<file path="src/rtl/sleep_ctrl_cfg.svh">
// offsets, field positions, reset values and timing counts of the sleep controller
`ifndef SLEEP_CTRL_CFG_SVH
`define SLEEP_CTRL_CFG_SVH

// register index on the plain register port
`define SLP_ADDR_CONTROL    4'h0
`define SLP_ADDR_STATUS     4'h1

// sleep_control fields
`define SLP_ARM_BIT         0
`define SLP_SEL_LSB         1
`define SLP_SEL_MSB         3
`define SLP_CONTROL_RESET   8'h00
`define SLP_STATUS_RESET    8'h00

// sleep_status fields
`define SLP_STAT_MODE_LSB   0
`define SLP_STAT_MODE_MSB   2
`define SLP_STAT_RESET_BIT  3
`define SLP_STAT_ASLEEP_BIT 4

// wake timing in core clock cycles
`define SLP_HOLD_CYC        4
`define SLP_STANDBY_CYC     6

`endif

</file>
<file path="src/rtl/sleep_ctrl_pkg.sv">
// types shared by the sleep controller
package sleep_ctrl_pkg;

    typedef enum logic [2:0] {
        MODE_IDLE    = 3'b000,
        MODE_ADC_NR  = 3'b001,
        MODE_PDOWN   = 3'b010,
        MODE_PSAVE   = 3'b011,
        MODE_STANDBY = 3'b110
    } sleep_mode_e;

    typedef enum logic [2:0] {
        ST_ACTIVE  = 3'b000,
        ST_ASLEEP  = 3'b001,
        ST_STARTUP = 3'b010,
        ST_HOLD    = 3'b011,
        ST_RESUME  = 3'b100
    } sleep_state_e;

    // pending, already enabled wake requests from the interrupt sources
    typedef struct packed {
        logic ext_a_level;
        logic ext_b_level;
        logic ext_edge;
        logic pin_change;
        logic twi_match;
        logic timer2_ovf;
        logic timer2_cmp;
        logic store_ready;
        logic adc_done;
        logic wdt_event;
        logic other_io;
    } wake_src_s;

    // clock domain and oscillator enables
    typedef struct packed {
        logic core_clock_domain;
        logic program_memory_clock_domain;
        logic peripheral_clock_domain;
        logic converter_clock_domain;
        logic async_clock_domain;
        logic main_osc;
        logic timer_osc;
        logic timer2_sync_clock;
    } clk_gate_s;

endpackage

</file>
<file path="src/rtl/sleep_ctrl.sv">
// sleep mode controller: arm, mode select, clock gating and wake sequencing
//
// The strobed register port and the register addresses were left to the implementer.
`timescale 1ns/100ps
`default_nettype none
`include "sleep_ctrl_cfg.svh"

// Notes on behaviour
// - sleep starts only if armed when halt executes; mode from sleep_select.
// - interrupt wake holds core four cycles past start-up, then resumes.
// - register file and static memory are never cleared by sleep.
// - any reset during sleep wakes to the reset vector.
// - select codes 000,001,010,011,110 name the five modes; others reserved.
// - control bits 7 to 4 always read zero.
// - idle stops core, program memory, timer 2 sync clocks and, unless timer 2 async, the timer oscillator.
// - idle wakes on every external and enabled internal interrupt.
// - entering idle or converter mode starts a conversion if enabled.
// - converter mode stops peripheral, core and program memory clocks.
// - converter mode wakes only on its listed sources and resets.
// - power-down stops oscillator and all generated clocks.
// - power-down wakes on reset, watchdog, address match, level, pin change.
// - power-down wake waits a start-up delay chosen by clock fuses.
// - power-save adds timer 2 wake when masked in and globally enabled.
// - power-save stops timer oscillator or clock source per timer 2 clock.
// - code 110 with crystal is standby: oscillator runs, six-cycle wake.
// - timer oscillator runs in idle/converter only when timer 2 async.
// - outside idle, external lines wake only through level interrupts.
module sleep_ctrl
    import sleep_ctrl_pkg::*;
#(
    parameter int CNT_W        = 16,
    parameter int STARTUP_CYC0 = 6,
    parameter int STARTUP_CYC1 = 16,
    parameter int STARTUP_CYC2 = 64,
    parameter int STARTUP_CYC3 = 256
) (
    // clock and reset
    input  wire logic       clk_in,
    input  wire logic       nrst_in,
    // register port
    input  wire logic [3:0] reg_addr_in,
    input  wire logic [7:0] reg_wdata_in,
    input  wire logic       reg_wr_in,
    input  wire logic       reg_rd_in,
    output logic      [7:0] reg_rdata_out,
    // processor core
    input  wire logic       halt_exec_in,
    output logic            core_run_out,
    output logic            resume_irq_out,
    output logic            resume_reset_out,
    output logic            mem_retain_out,
    // wake sources, asynchronous while asleep
    input  wire wake_src_s  wake_src_in,
    input  wire logic       reset_req_in,
    // same-clock configuration
    input  wire logic       global_irq_en_in,
    input  wire logic [1:0] timer2_irq_mask_in,
    input  wire logic       timer2_async_in,
    input  wire logic       adc_enabled_in,
    input  wire logic       ext_crystal_in,
    input  wire logic [1:0] clock_select_fuses_in,
    // clock generators and converter
    output clk_gate_s       clk_gate_out,
    output logic            adc_start_out
);

    localparam logic [CNT_W-1:0] HOLD_CNT = CNT_W'(`SLP_HOLD_CYC);
    localparam logic [CNT_W-1:0] STBY_CNT = CNT_W'(`SLP_STANDBY_CYC);

    sleep_state_e     state_q, state_d;
    sleep_mode_e      mode_q, mode_d, sel_mode;
    logic             arm_q;
    logic [2:0]       sel_q;
    logic [CNT_W-1:0] cnt_q;
    logic [CNT_W-1:0] delay;
    logic             by_reset_q;
    logic [7:0]       rdata_q;
    logic [2:0]       last_mode_q;
    logic             last_reset_q;
    wake_src_s        wake_s1_q, wake_s2_q;
    logic             rst_s1_q, rst_s2_q;
    logic             wake_hit;
    logic             deep_wake;
    logic             enter;
    clk_gate_s        gate_q, gate_d;
    logic             adc_start_q;
    logic             resume_irq_q, resume_rst_q;

    // two-stage sync: sources toggle while core clocks are stopped
    always_ff @(posedge clk_in or negedge nrst_in) begin
        if (!nrst_in) begin
            wake_s1_q <= '0;
            wake_s2_q <= '0;
            rst_s1_q  <= 1'b0;
            rst_s2_q  <= 1'b0;
        end else begin
            wake_s1_q <= wake_src_in;
            wake_s2_q <= wake_s1_q;
            rst_s1_q  <= reset_req_in;
            rst_s2_q  <= rst_s1_q;
        end
    end

    // register writes
    always_ff @(posedge clk_in or negedge nrst_in) begin
        if (!nrst_in) begin
            {sel_q, arm_q} <= 4'(`SLP_CONTROL_RESET);
        end else if (reg_wr_in && reg_addr_in == `SLP_ADDR_CONTROL) begin
            arm_q <= reg_wdata_in[`SLP_ARM_BIT];
            sel_q <= reg_wdata_in[`SLP_SEL_MSB:`SLP_SEL_LSB];
        end
    end

    // register reads, answered the cycle after the strobe
    always_ff @(posedge clk_in or negedge nrst_in) begin
        if (!nrst_in) begin
            rdata_q <= 8'h00;
        end else if (reg_rd_in) begin
            unique case (reg_addr_in)
                `SLP_ADDR_CONTROL: rdata_q <= {4'h0, sel_q, arm_q};
                `SLP_ADDR_STATUS:  rdata_q <= {3'h0, state_q != ST_ACTIVE,
                                               last_reset_q, last_mode_q};
                default:           rdata_q <= 8'h00;
            endcase
        end else begin
            rdata_q <= 8'h00;
        end
    end

    assign reg_rdata_out = rdata_q;

    // decode select field; reserved codes fall back to idle
    always_comb begin
        unique case (sel_q)
            3'b000:  sel_mode = MODE_IDLE;
            3'b001:  sel_mode = MODE_ADC_NR;
            3'b010:  sel_mode = MODE_PDOWN;
            3'b011:  sel_mode = MODE_PSAVE;
            3'b110:  sel_mode = ext_crystal_in ? MODE_STANDBY
                                               : MODE_PDOWN;
            default: sel_mode = MODE_IDLE;
        endcase
    end

    // sleep only when armed at the halt; unarmed halt is a no-op
    assign enter = state_q == ST_ACTIVE && halt_exec_in && arm_q;

    // outside idle the external lines wake only as levels
    assign deep_wake = wake_s2_q.wdt_event | wake_s2_q.twi_match
                     | wake_s2_q.ext_a_level | wake_s2_q.ext_b_level
                     | wake_s2_q.pin_change;

    // wake qualification per mode
    always_comb begin
        unique case (mode_q)
            MODE_IDLE:   wake_hit = |wake_s2_q;
            MODE_ADC_NR: wake_hit = deep_wake | wake_s2_q.adc_done
                         | wake_s2_q.timer2_ovf | wake_s2_q.timer2_cmp
                         | wake_s2_q.store_ready;
            MODE_PSAVE:  wake_hit = deep_wake | (global_irq_en_in
                         & |({wake_s2_q.timer2_cmp, wake_s2_q.timer2_ovf}
                             & timer2_irq_mask_in));
            default:     wake_hit = deep_wake;
        endcase
    end

    // start-up delay once a wake is seen
    always_comb begin
        delay = '0;
        unique case (mode_q)
            MODE_PDOWN, MODE_PSAVE: begin
                // fuse-selected oscillator restart time
                unique case (clock_select_fuses_in)
                    2'b00: delay = CNT_W'(STARTUP_CYC0);
                    2'b01: delay = CNT_W'(STARTUP_CYC1);
                    2'b10: delay = CNT_W'(STARTUP_CYC2);
                    2'b11: delay = CNT_W'(STARTUP_CYC3);
                endcase
            end
            MODE_STANDBY: delay = STBY_CNT;
            default:      delay = '0;
        endcase
    end

    // sequencer next state
    always_comb begin
        state_d = state_q;
        mode_d  = mode_q;
        unique case (state_q)
            ST_ACTIVE: begin
                if (enter) begin
                    state_d = ST_ASLEEP;
                    mode_d  = sel_mode;
                end
            end
            ST_ASLEEP: begin
                if (rst_s2_q || wake_hit) begin
                    state_d = (delay == '0) ? (rst_s2_q ? ST_RESUME : ST_HOLD)
                                            : ST_STARTUP;
                end
            end
            ST_STARTUP: begin
                if (cnt_q == '0) begin
                    state_d = (by_reset_q || rst_s2_q) ? ST_RESUME : ST_HOLD;
                end
            end
            ST_HOLD: begin
                // a reset cuts the hold short
                if (rst_s2_q || cnt_q == '0) begin
                    state_d = ST_RESUME;
                end
            end
            ST_RESUME: state_d = ST_ACTIVE;
            default:   state_d = ST_ACTIVE;
        endcase
    end

    always_ff @(posedge clk_in or negedge nrst_in) begin
        if (!nrst_in) begin
            state_q <= ST_ACTIVE;
            mode_q  <= MODE_IDLE;
        end else begin
            state_q <= state_d;
            mode_q  <= mode_d;
        end
    end

    // shared down counter for start-up and core hold
    always_ff @(posedge clk_in or negedge nrst_in) begin
        if (!nrst_in) begin
            cnt_q <= '0;
        end else if (state_d == ST_STARTUP && state_q != ST_STARTUP) begin
            cnt_q <= delay - CNT_W'(1);
        end else if (state_d == ST_HOLD && state_q != ST_HOLD) begin
            cnt_q <= HOLD_CNT - CNT_W'(1);
        end else if (cnt_q != '0) begin
            cnt_q <= cnt_q - CNT_W'(1);
        end
    end

    // remember a reset wake so the core restarts at the reset vector
    always_ff @(posedge clk_in or negedge nrst_in) begin
        if (!nrst_in) begin
            by_reset_q <= 1'b0;
        end else if (state_q == ST_ACTIVE) begin
            by_reset_q <= 1'b0;
        end else if (rst_s2_q) begin
            by_reset_q <= 1'b1;
        end
    end

    // status capture of the last sleep
    always_ff @(posedge clk_in or negedge nrst_in) begin
        if (!nrst_in) begin
            last_mode_q  <= 3'h0;
            last_reset_q <= 1'b0;
        end else if (enter) begin
            last_mode_q  <= sel_mode;
            last_reset_q <= 1'b0;
        end else if (state_q == ST_RESUME) begin
            last_reset_q <= by_reset_q;
        end
    end

    // clock gates follow the next state so they line up with state_q
    always_comb begin
        gate_d = '1;
        if (state_d == ST_ASLEEP) begin
            gate_d.core_clock_domain           = 1'b0;
            gate_d.program_memory_clock_domain = 1'b0;
            gate_d.timer2_sync_clock           = 1'b0;
            unique case (mode_d)
                MODE_ADC_NR: begin
                    gate_d.peripheral_clock_domain = 1'b0;
                    gate_d.timer_osc = timer2_async_in;
                end
                MODE_PDOWN: gate_d = '0;
                MODE_PSAVE: begin
                    gate_d = '0;
                    gate_d.async_clock_domain = 1'b1;
                    // a sync timer 2 keeps the source but only for itself
                    gate_d.timer_osc         = timer2_async_in;
                    gate_d.main_osc          = !timer2_async_in;
                    gate_d.timer2_sync_clock = !timer2_async_in;
                end
                MODE_STANDBY: begin
                    gate_d = '0;
                    gate_d.main_osc = 1'b1;
                end
                default: gate_d.timer_osc = timer2_async_in;
            endcase
        end else if (state_d == ST_STARTUP || state_d == ST_HOLD) begin
            // core stays stopped until the resume cycle
            gate_d.core_clock_domain           = 1'b0;
            gate_d.program_memory_clock_domain = 1'b0;
        end
    end

    always_ff @(posedge clk_in or negedge nrst_in) begin
        if (!nrst_in) begin
            gate_q <= '1;
        end else begin
            gate_q <= gate_d;
        end
    end

    // conversion kick and resume pulses
    always_ff @(posedge clk_in or negedge nrst_in) begin
        if (!nrst_in) begin
            adc_start_q  <= 1'b0;
            resume_irq_q <= 1'b0;
            resume_rst_q <= 1'b0;
        end else begin
            adc_start_q  <= enter && adc_enabled_in
                         && (sel_mode == MODE_IDLE || sel_mode == MODE_ADC_NR);
            resume_irq_q <= state_d == ST_RESUME && !(by_reset_q || rst_s2_q);
            resume_rst_q <= state_d == ST_RESUME && (by_reset_q || rst_s2_q);
        end
    end

    assign clk_gate_out     = gate_q;
    assign adc_start_out    = adc_start_q;
    assign resume_irq_out   = resume_irq_q;
    assign resume_reset_out = resume_rst_q;
    assign core_run_out     = state_q == ST_ACTIVE;
    // no clear path exists toward memories; retention only flags the freeze
    assign mem_retain_out   = state_q != ST_ACTIVE;
endmodule
`default_nettype wire

</file>
<file path="config.mk">
export PLATFORM = sky130hd
export DESIGN_NAME = sleep_ctrl
export DESIGN_NICKNAME = d
export VERILOG_FILES = /design/src/rtl/sleep_ctrl_pkg.sv /design/src/rtl/sleep_ctrl.sv
export VERILOG_INCLUDE_DIRS = /design/src /design/src/rtl
export SDC_FILE = /design/constraint.sdc
export NUM_CORES = 1
export LEC_CHECK = 0
export ABC_AREA = 1
export BUFFER_PORTS_ARGS = -buffer_cell sky130_fd_sc_hd__buf_2
export CAP_MARGIN = 30
export CORE_ASPECT_RATIO = 2
export CORE_UTILIZATION = 30
export DETAILED_ROUTE_END_ITERATION = 10
export PLACE_DENSITY_LB_ADDON = 0.2
export SYNTH_ARGS = -nofsm -noshare
export SYNTH_HDL_FRONTEND = slang
export SYNTH_SLANG_ARGS = --single-unit
</file>
<file path="constraint.sdc">
create_clock -name clk_in -period 2.6 [get_ports clk_in]
set_input_delay 0.26 -clock clk_in [delete_from_list [all_inputs] [get_ports clk_in]]
set_output_delay 0.26 -clock clk_in [all_outputs]
set_load 0.02 [all_outputs]
</file>
# Word-level counts from Yosys, hierarchy flattened
# Cells that the tools add are included.
[classes] n_addsub=2 multipliers=0 n_div=0 n_lt_le_gt_ge=0 n_eq_ne=27 shifts=0 mux=31 bitwise_logic=11 n_reduce_logical=33
[ops] operator="case mux 16 bit (4 select lines)" count=1
[ops] operator="two-way mux 16 bit" count=3
[ops] operator="logical NOT 16 bit" count=2
[ops] operator="case mux 16 bit (2 select lines)" count=1
[ops] operator="subtractor 16 x 1 -> 16 bit (second input constant)" count=2
[ops] operator="equality test 3 x 2 -> 1 bit (second input constant)" count=10
[ops] operator="two-way mux 3 bit" count=10
[ops] operator="case mux 3 bit (4 select lines)" count=2
[ops] operator="equality test 3 x 1 -> 1 bit (second input constant)" count=6
[ops] operator="nonzero test 16 bit" count=1
[ops] operator="equality test 3 bit (second input constant)" count=5
[ops] operator="OR reduction 11 bit" count=1
[ops] operator="case mux 5 bit (2 select lines)" count=1
[ops] operator="logical AND 1 bit" count=9
[ops] operator="logical NOT 3 bit" count=3
[ops] operator="OR 1 bit" count=9
[ops] operator="case mux 3 bit (3 select lines)" count=1
[ops] operator="two-way mux 1 bit" count=7
[ops] operator="two-way mux 6 bit" count=1
[ops] operator="!= test 3 x 2 -> 1 bit (second input constant)" count=2
[ops] operator="nonzero test 3 bit" count=2
[ops] operator="OR reduction 2 bit" count=3
[ops] operator="logical OR 1 bit" count=5
[ops] operator="two-way mux 5 bit" count=1
[ops] operator="12 further kinds" count=16
[word_totals] reg_bits=74 latch_bits=0 mem_bits_rw=0 romBits=0 in_bits=37 output_inout_bits=21 mem_count=0

# Longest topological paths before layout
[logic_depth] depth_word=16 depth_mapped=17

# Least setup slack after synthesis
# Ideal clock, no wire load.
[synth_timing] path_type="flip-flop to flip-flop" start="register cnt_q[0]" end="register cnt_q[10]" arrival_ns=1.865 required_ns=2.483 path_slack_ns=0.618 stages_incl_launch_ff=17 cell_sequence="dfrtp_1 > inv_1 > ha_1 > nand2_2 > nor2_4 > nand2_2 > nand2_1 > nand2_1 > nand2_1 > nand2_2 > nor2_8 > nand2_4 > nand2_4 > nand3_1 > inv_2 > buf_4 > nor2_1"
[synth_between] elab_chain_len=8 word_cells_on_any_way=15 cone_classes="1 x add/sub; 2 x eq/ne; 6 x mux; 6 x reduce/logical"
[synth_lines] element="start: declaration" line="sleep_ctrl.sv:74" source="logic [CNT_W-1:0] cnt_q;"
[synth_lines] element="start signal: assignment" line="sleep_ctrl.sv:233" source="cnt_q <= delay - CNT_W'(1);"
[synth_lines] element="start signal: assignment" line="sleep_ctrl.sv:235" source="cnt_q <= HOLD_CNT - CNT_W'(1);"
[synth_lines] element="start signal: assignment" line="sleep_ctrl.sv:237" source="cnt_q <= cnt_q - CNT_W'(1);"
[synth_lines] element="logical NOT 16 bit *" line="sleep_ctrl.sv:203, sleep_ctrl.sv:209"
[synth_lines] element="logical OR 1 bit" line="sleep_ctrl.sv:209" source="if (rst_s2_q || cnt_q == '0) begin"
[synth_lines] element="two-way mux 3 bit" line="sleep_ctrl.sv:209"
[synth_lines] element="case mux 3 bit (4 select lines) *" line="sleep_ctrl.sv:189" source="unique case (state_q)"
[synth_lines] element="net state_d[0]" line="sleep_ctrl.sv:70" source="sleep_state_e state_q, state_d;"
[synth_lines] element="equality test 3 x 2 -> 1 bit" line="sleep_ctrl.sv:234" source="end else if (state_d == ST_HOLD && state_q != ST_HOLD) begin"
[synth_lines] element="logical AND 1 bit" line="sleep_ctrl.sv:234"
[synth_lines] element="two-way mux 16 bit" line="sleep_ctrl.sv:234"
[synth_lines] element="two-way mux 16 bit" line="sleep_ctrl.sv:232" source="end else if (state_d == ST_STARTUP && state_q != ST_STARTUP) begin"
# Mark *: on every way through the listed nets, which the timed path passes. The rest lies on a longest branch. The select of a mux whose other input is x is not followed.
# A chain may end at the register's enable or synchronous reset.

# Final worst setup path
# Ends and elaborated chain as after synthesis.

==> impl_metrics.ini <==
[synthesis]
ys_types = 34
syn_avg_cell_area_um2 = 8.74
synth_top_cell_by_area = dfrtp_1
synth_top_area_share_pct = 49.0
yosysWarnings = 0
async_reset_ff_share_pct = 100
netlist_top_cells_area = dfrtp_1 49%, nor2_1 8.5%, nand2_1 7.8%
synthCells = 368
ys_seq_elements = 70
yosysSeqAreaShare_pct = 54.7
syn-cell-area_um2 = 3220
synth_edf_count = 0
synth_top_flop_cell = dfrtp_1

[clock_tree]
cts_setup_buffers = 0
clk_pin_slew_worst_paths_ps = 60
cts_tree = done
h-tree-depth = 3
insertion_delay_ps = 330
cts_buffers = 9
cts_max_path_buffers = 2
clock-sinks = 70
cts_root_buf = clkbuf_16

[critical_path]
cp.arrival_ps = 2520
critPathMaxFanout = 13
cp-start-kind = flop
critPathBufInv = 2
crit_chain = inv_1, ha_1, nand2_2, nor2_4, nand2_2, nand2_1, nand2_1, nand2_1, nand2_2, nor2_8, nand2_4, nand2_4, nand3_1, inv_2, nor2_1
cp-end-kind = flop
cp_top_family = simple AND/OR/NAND/NOR gates
crit_type = flop to flop
cp_data_required_time_ps = 2810
critPathMaxStageDelay_ps = 380
crit_path_top_delay_cell = dfrtp_1

[run_status]
status = finished clean

[hold_path]
hold_class = input pin to flop

[grt]
grt_pass1_vias = 2596
antenna_found_initial = 0
grt.total_usage_pct = 14.5
grt_max_degree = 45
grt_overflow_total = 0
grt_first_pass_wirelength_mm = 11.7

[power_and_ir_drop]
p_leak_nw = 2.04
p_per_area_nw_per_um2 = 619
max-vdd-ir-drop_uv = 379

[layout]
drive_above_1_share_pct = 22.9
final_nets = 467
final_common_cell = nor2_1
syn2layout_area_growth_pct = 21.9
nFillCells = 1124
diodes = 0
most-common-layout-cells = 73 x nor2_1, 67 x nand2_1, 63 x dfrtp_1

[place]
gp_congestion = 0.796
hpwl_mm = 5.53
io_buffer_count = 50
place_ws_ps = 291

[die]
pin_count = 58
core_um2 = 10500
die_h_um = 148
rows = 53
dieArea_um2 = 11200
start_util_pct = 30.7
die-width_um = 75.2

[timing]
slew_headroom_pct = 57.7
setup_viol = 0
worst_pin_slew_ps = 635
slew_violations = 0
rsz0062_at_grt = no
period_minus_slack_ps = 2310
skew_ps = 7.42
layout_setup_ws_ps = 290
final_hold_viol_count = 0
finalSetupTns_ps = 0
finalCritPeriodShare_pct = 88.8
fmax_mhz = 433

[detailed_routing]
drtIter0Drc = 89
vias_per_cell = 4.33
route.detailed.drc = 0
final_antenna_net_count = 0
vias = 2464
firstDrtPassIters = 4
wire_per_inst_um = 12.3
wirelength_mm = 7.01

[job]
drv_cap = 0
-- worst register-to-register path, stage by stage (launching register included) --
cell     delay [ps]
dfrtp_1         380
inv_1           100
ha_1            250
nand2_2         130
nor2_4          190
nand2_2          80
nand2_1          60
nand2_1          50
nand2_1          70
nand2_2          90
nor2_8          130
nand2_4          80
nand2_4         160
nand3_1         160
inv_2           210
nor2_1           80
-- metal layers --
metal | GRT usage, % | vias up | share of wire, %
li1 | - | 1255 | -
met1 | 12.9 | 1155 | 34
met2 | 28.9 | 44 | 61
met3 | 2.64 | 10 | 2.8
met4 | 7.13 | 0 | 2.2
met5 | 0 | - | 0
-- worst paths after layout --
check / end / start / slack [ps] / cells after the start
max: cnt_q[10] / cnt_q[0] / 290 / 15
min: wake_s1_q[4] / wake_src_in[4] / 30 / 1
max reg2reg: cnt_q[10] / cnt_q[0] / 290 / 15
min reg2reg: wake_s2_q[8] / wake_s1_q[8] / 350 / 0
max in group asynchronous: clk_gate_out[5] / nrst_in / 1420 / 3
min in group asynchronous: adc_start_out / nrst_in / 480 / 2
-- cell families after synthesis --
| family | synth area share (%) |
|---|---|
| AO/OA/AOI/OAI | 3.39 |
| buffers and inverters | 7.78 |
| multiplexers | 0.700 |
| flip-flops | 54.7 |
| XOR/XNOR | 4.09 |
| other | 0.117 |
| adder cells (fa/ha/maj) | 1.17 |
| AND/OR/NAND/NOR | 28.0 |
-- power by group --
part	internal [mW]	switching [mW]	leakage (nW)	total, mW
Clock	0.670	0.514	0.141	1.18
Sequential	1.12	0.0191	0.799	1.14
Combinational	0.0388	0.0588	1.10	0.0976
Total	1.83	0.592	2.04	2.43
-- area by class of cell --
class / instances / area, µm² / area share (%)
multi-input cells: 242 / 1210 / 30.9
flip-flops and latches: 70 / 1760 / 44.9
clock buffers: 9 / 225 / 5.75
well taps: 137 / 171 / 4.37
inverters: 50 / 189 / 4.82
clock inverters: 7 / 65.1 / 1.66
repair buffers: 54 / 295 / 7.54
-- what timing repair did --
action / CTS / global route
hold buffers: 1 / 0
endpoints found under the hold margin: 25 / 0
gates resized for setup: 0 / 0
-- synthesized netlist by cell type (all sizes together), types with 3 or more instances --
| cell type | count |
|---|---|
| nand2 | 74 |
| dfrtp | 63 |
| ha | 3 |
| nor2 | 78 |
| or2 | 3 |
| xor2 | 10 |
| nand3 | 19 |
| nor3 | 15 |
| inv | 49 |
| o21ai | 12 |
| xnor2 | 5 |
| nand4 | 5 |
| dfstp | 7 |
| buf | 8 |
| a21oi | 7 |
-- through the flow --
step                util, %  hold slack, ps  cells  instance area (µm²)  total power, mW
floorplan                 -           -35.6    370                 3220             1.20
global placement       34.5             316    552                 3620             1.26
detailed placement     34.5             324    552                 3620             1.26
CTS                    37.4            18.1    569                 3920             2.46
global route           37.4            15.0    569                 3920             2.52
finish                 37.4            28.7    569                 3920             2.43
-- flip-flops by register name (all words and copies together), names as in the netlist --
name,cells
rst_s1_q,1
cnt_q,16
reg_rdata_out,5
by_reset_q,1
arm_q,1
last_reset_q,1
clk_gate_out,7
rst_s2_q,1
wake_s1_q,11
mode_q,3
adc_start_out,1
resume_reset_out,1
last_mode_q,3
resume_irq_out,1
sel_q,3
state_q,3
wake_s2_q,11
Note: power is estimated with default switching activity, not from simulation.
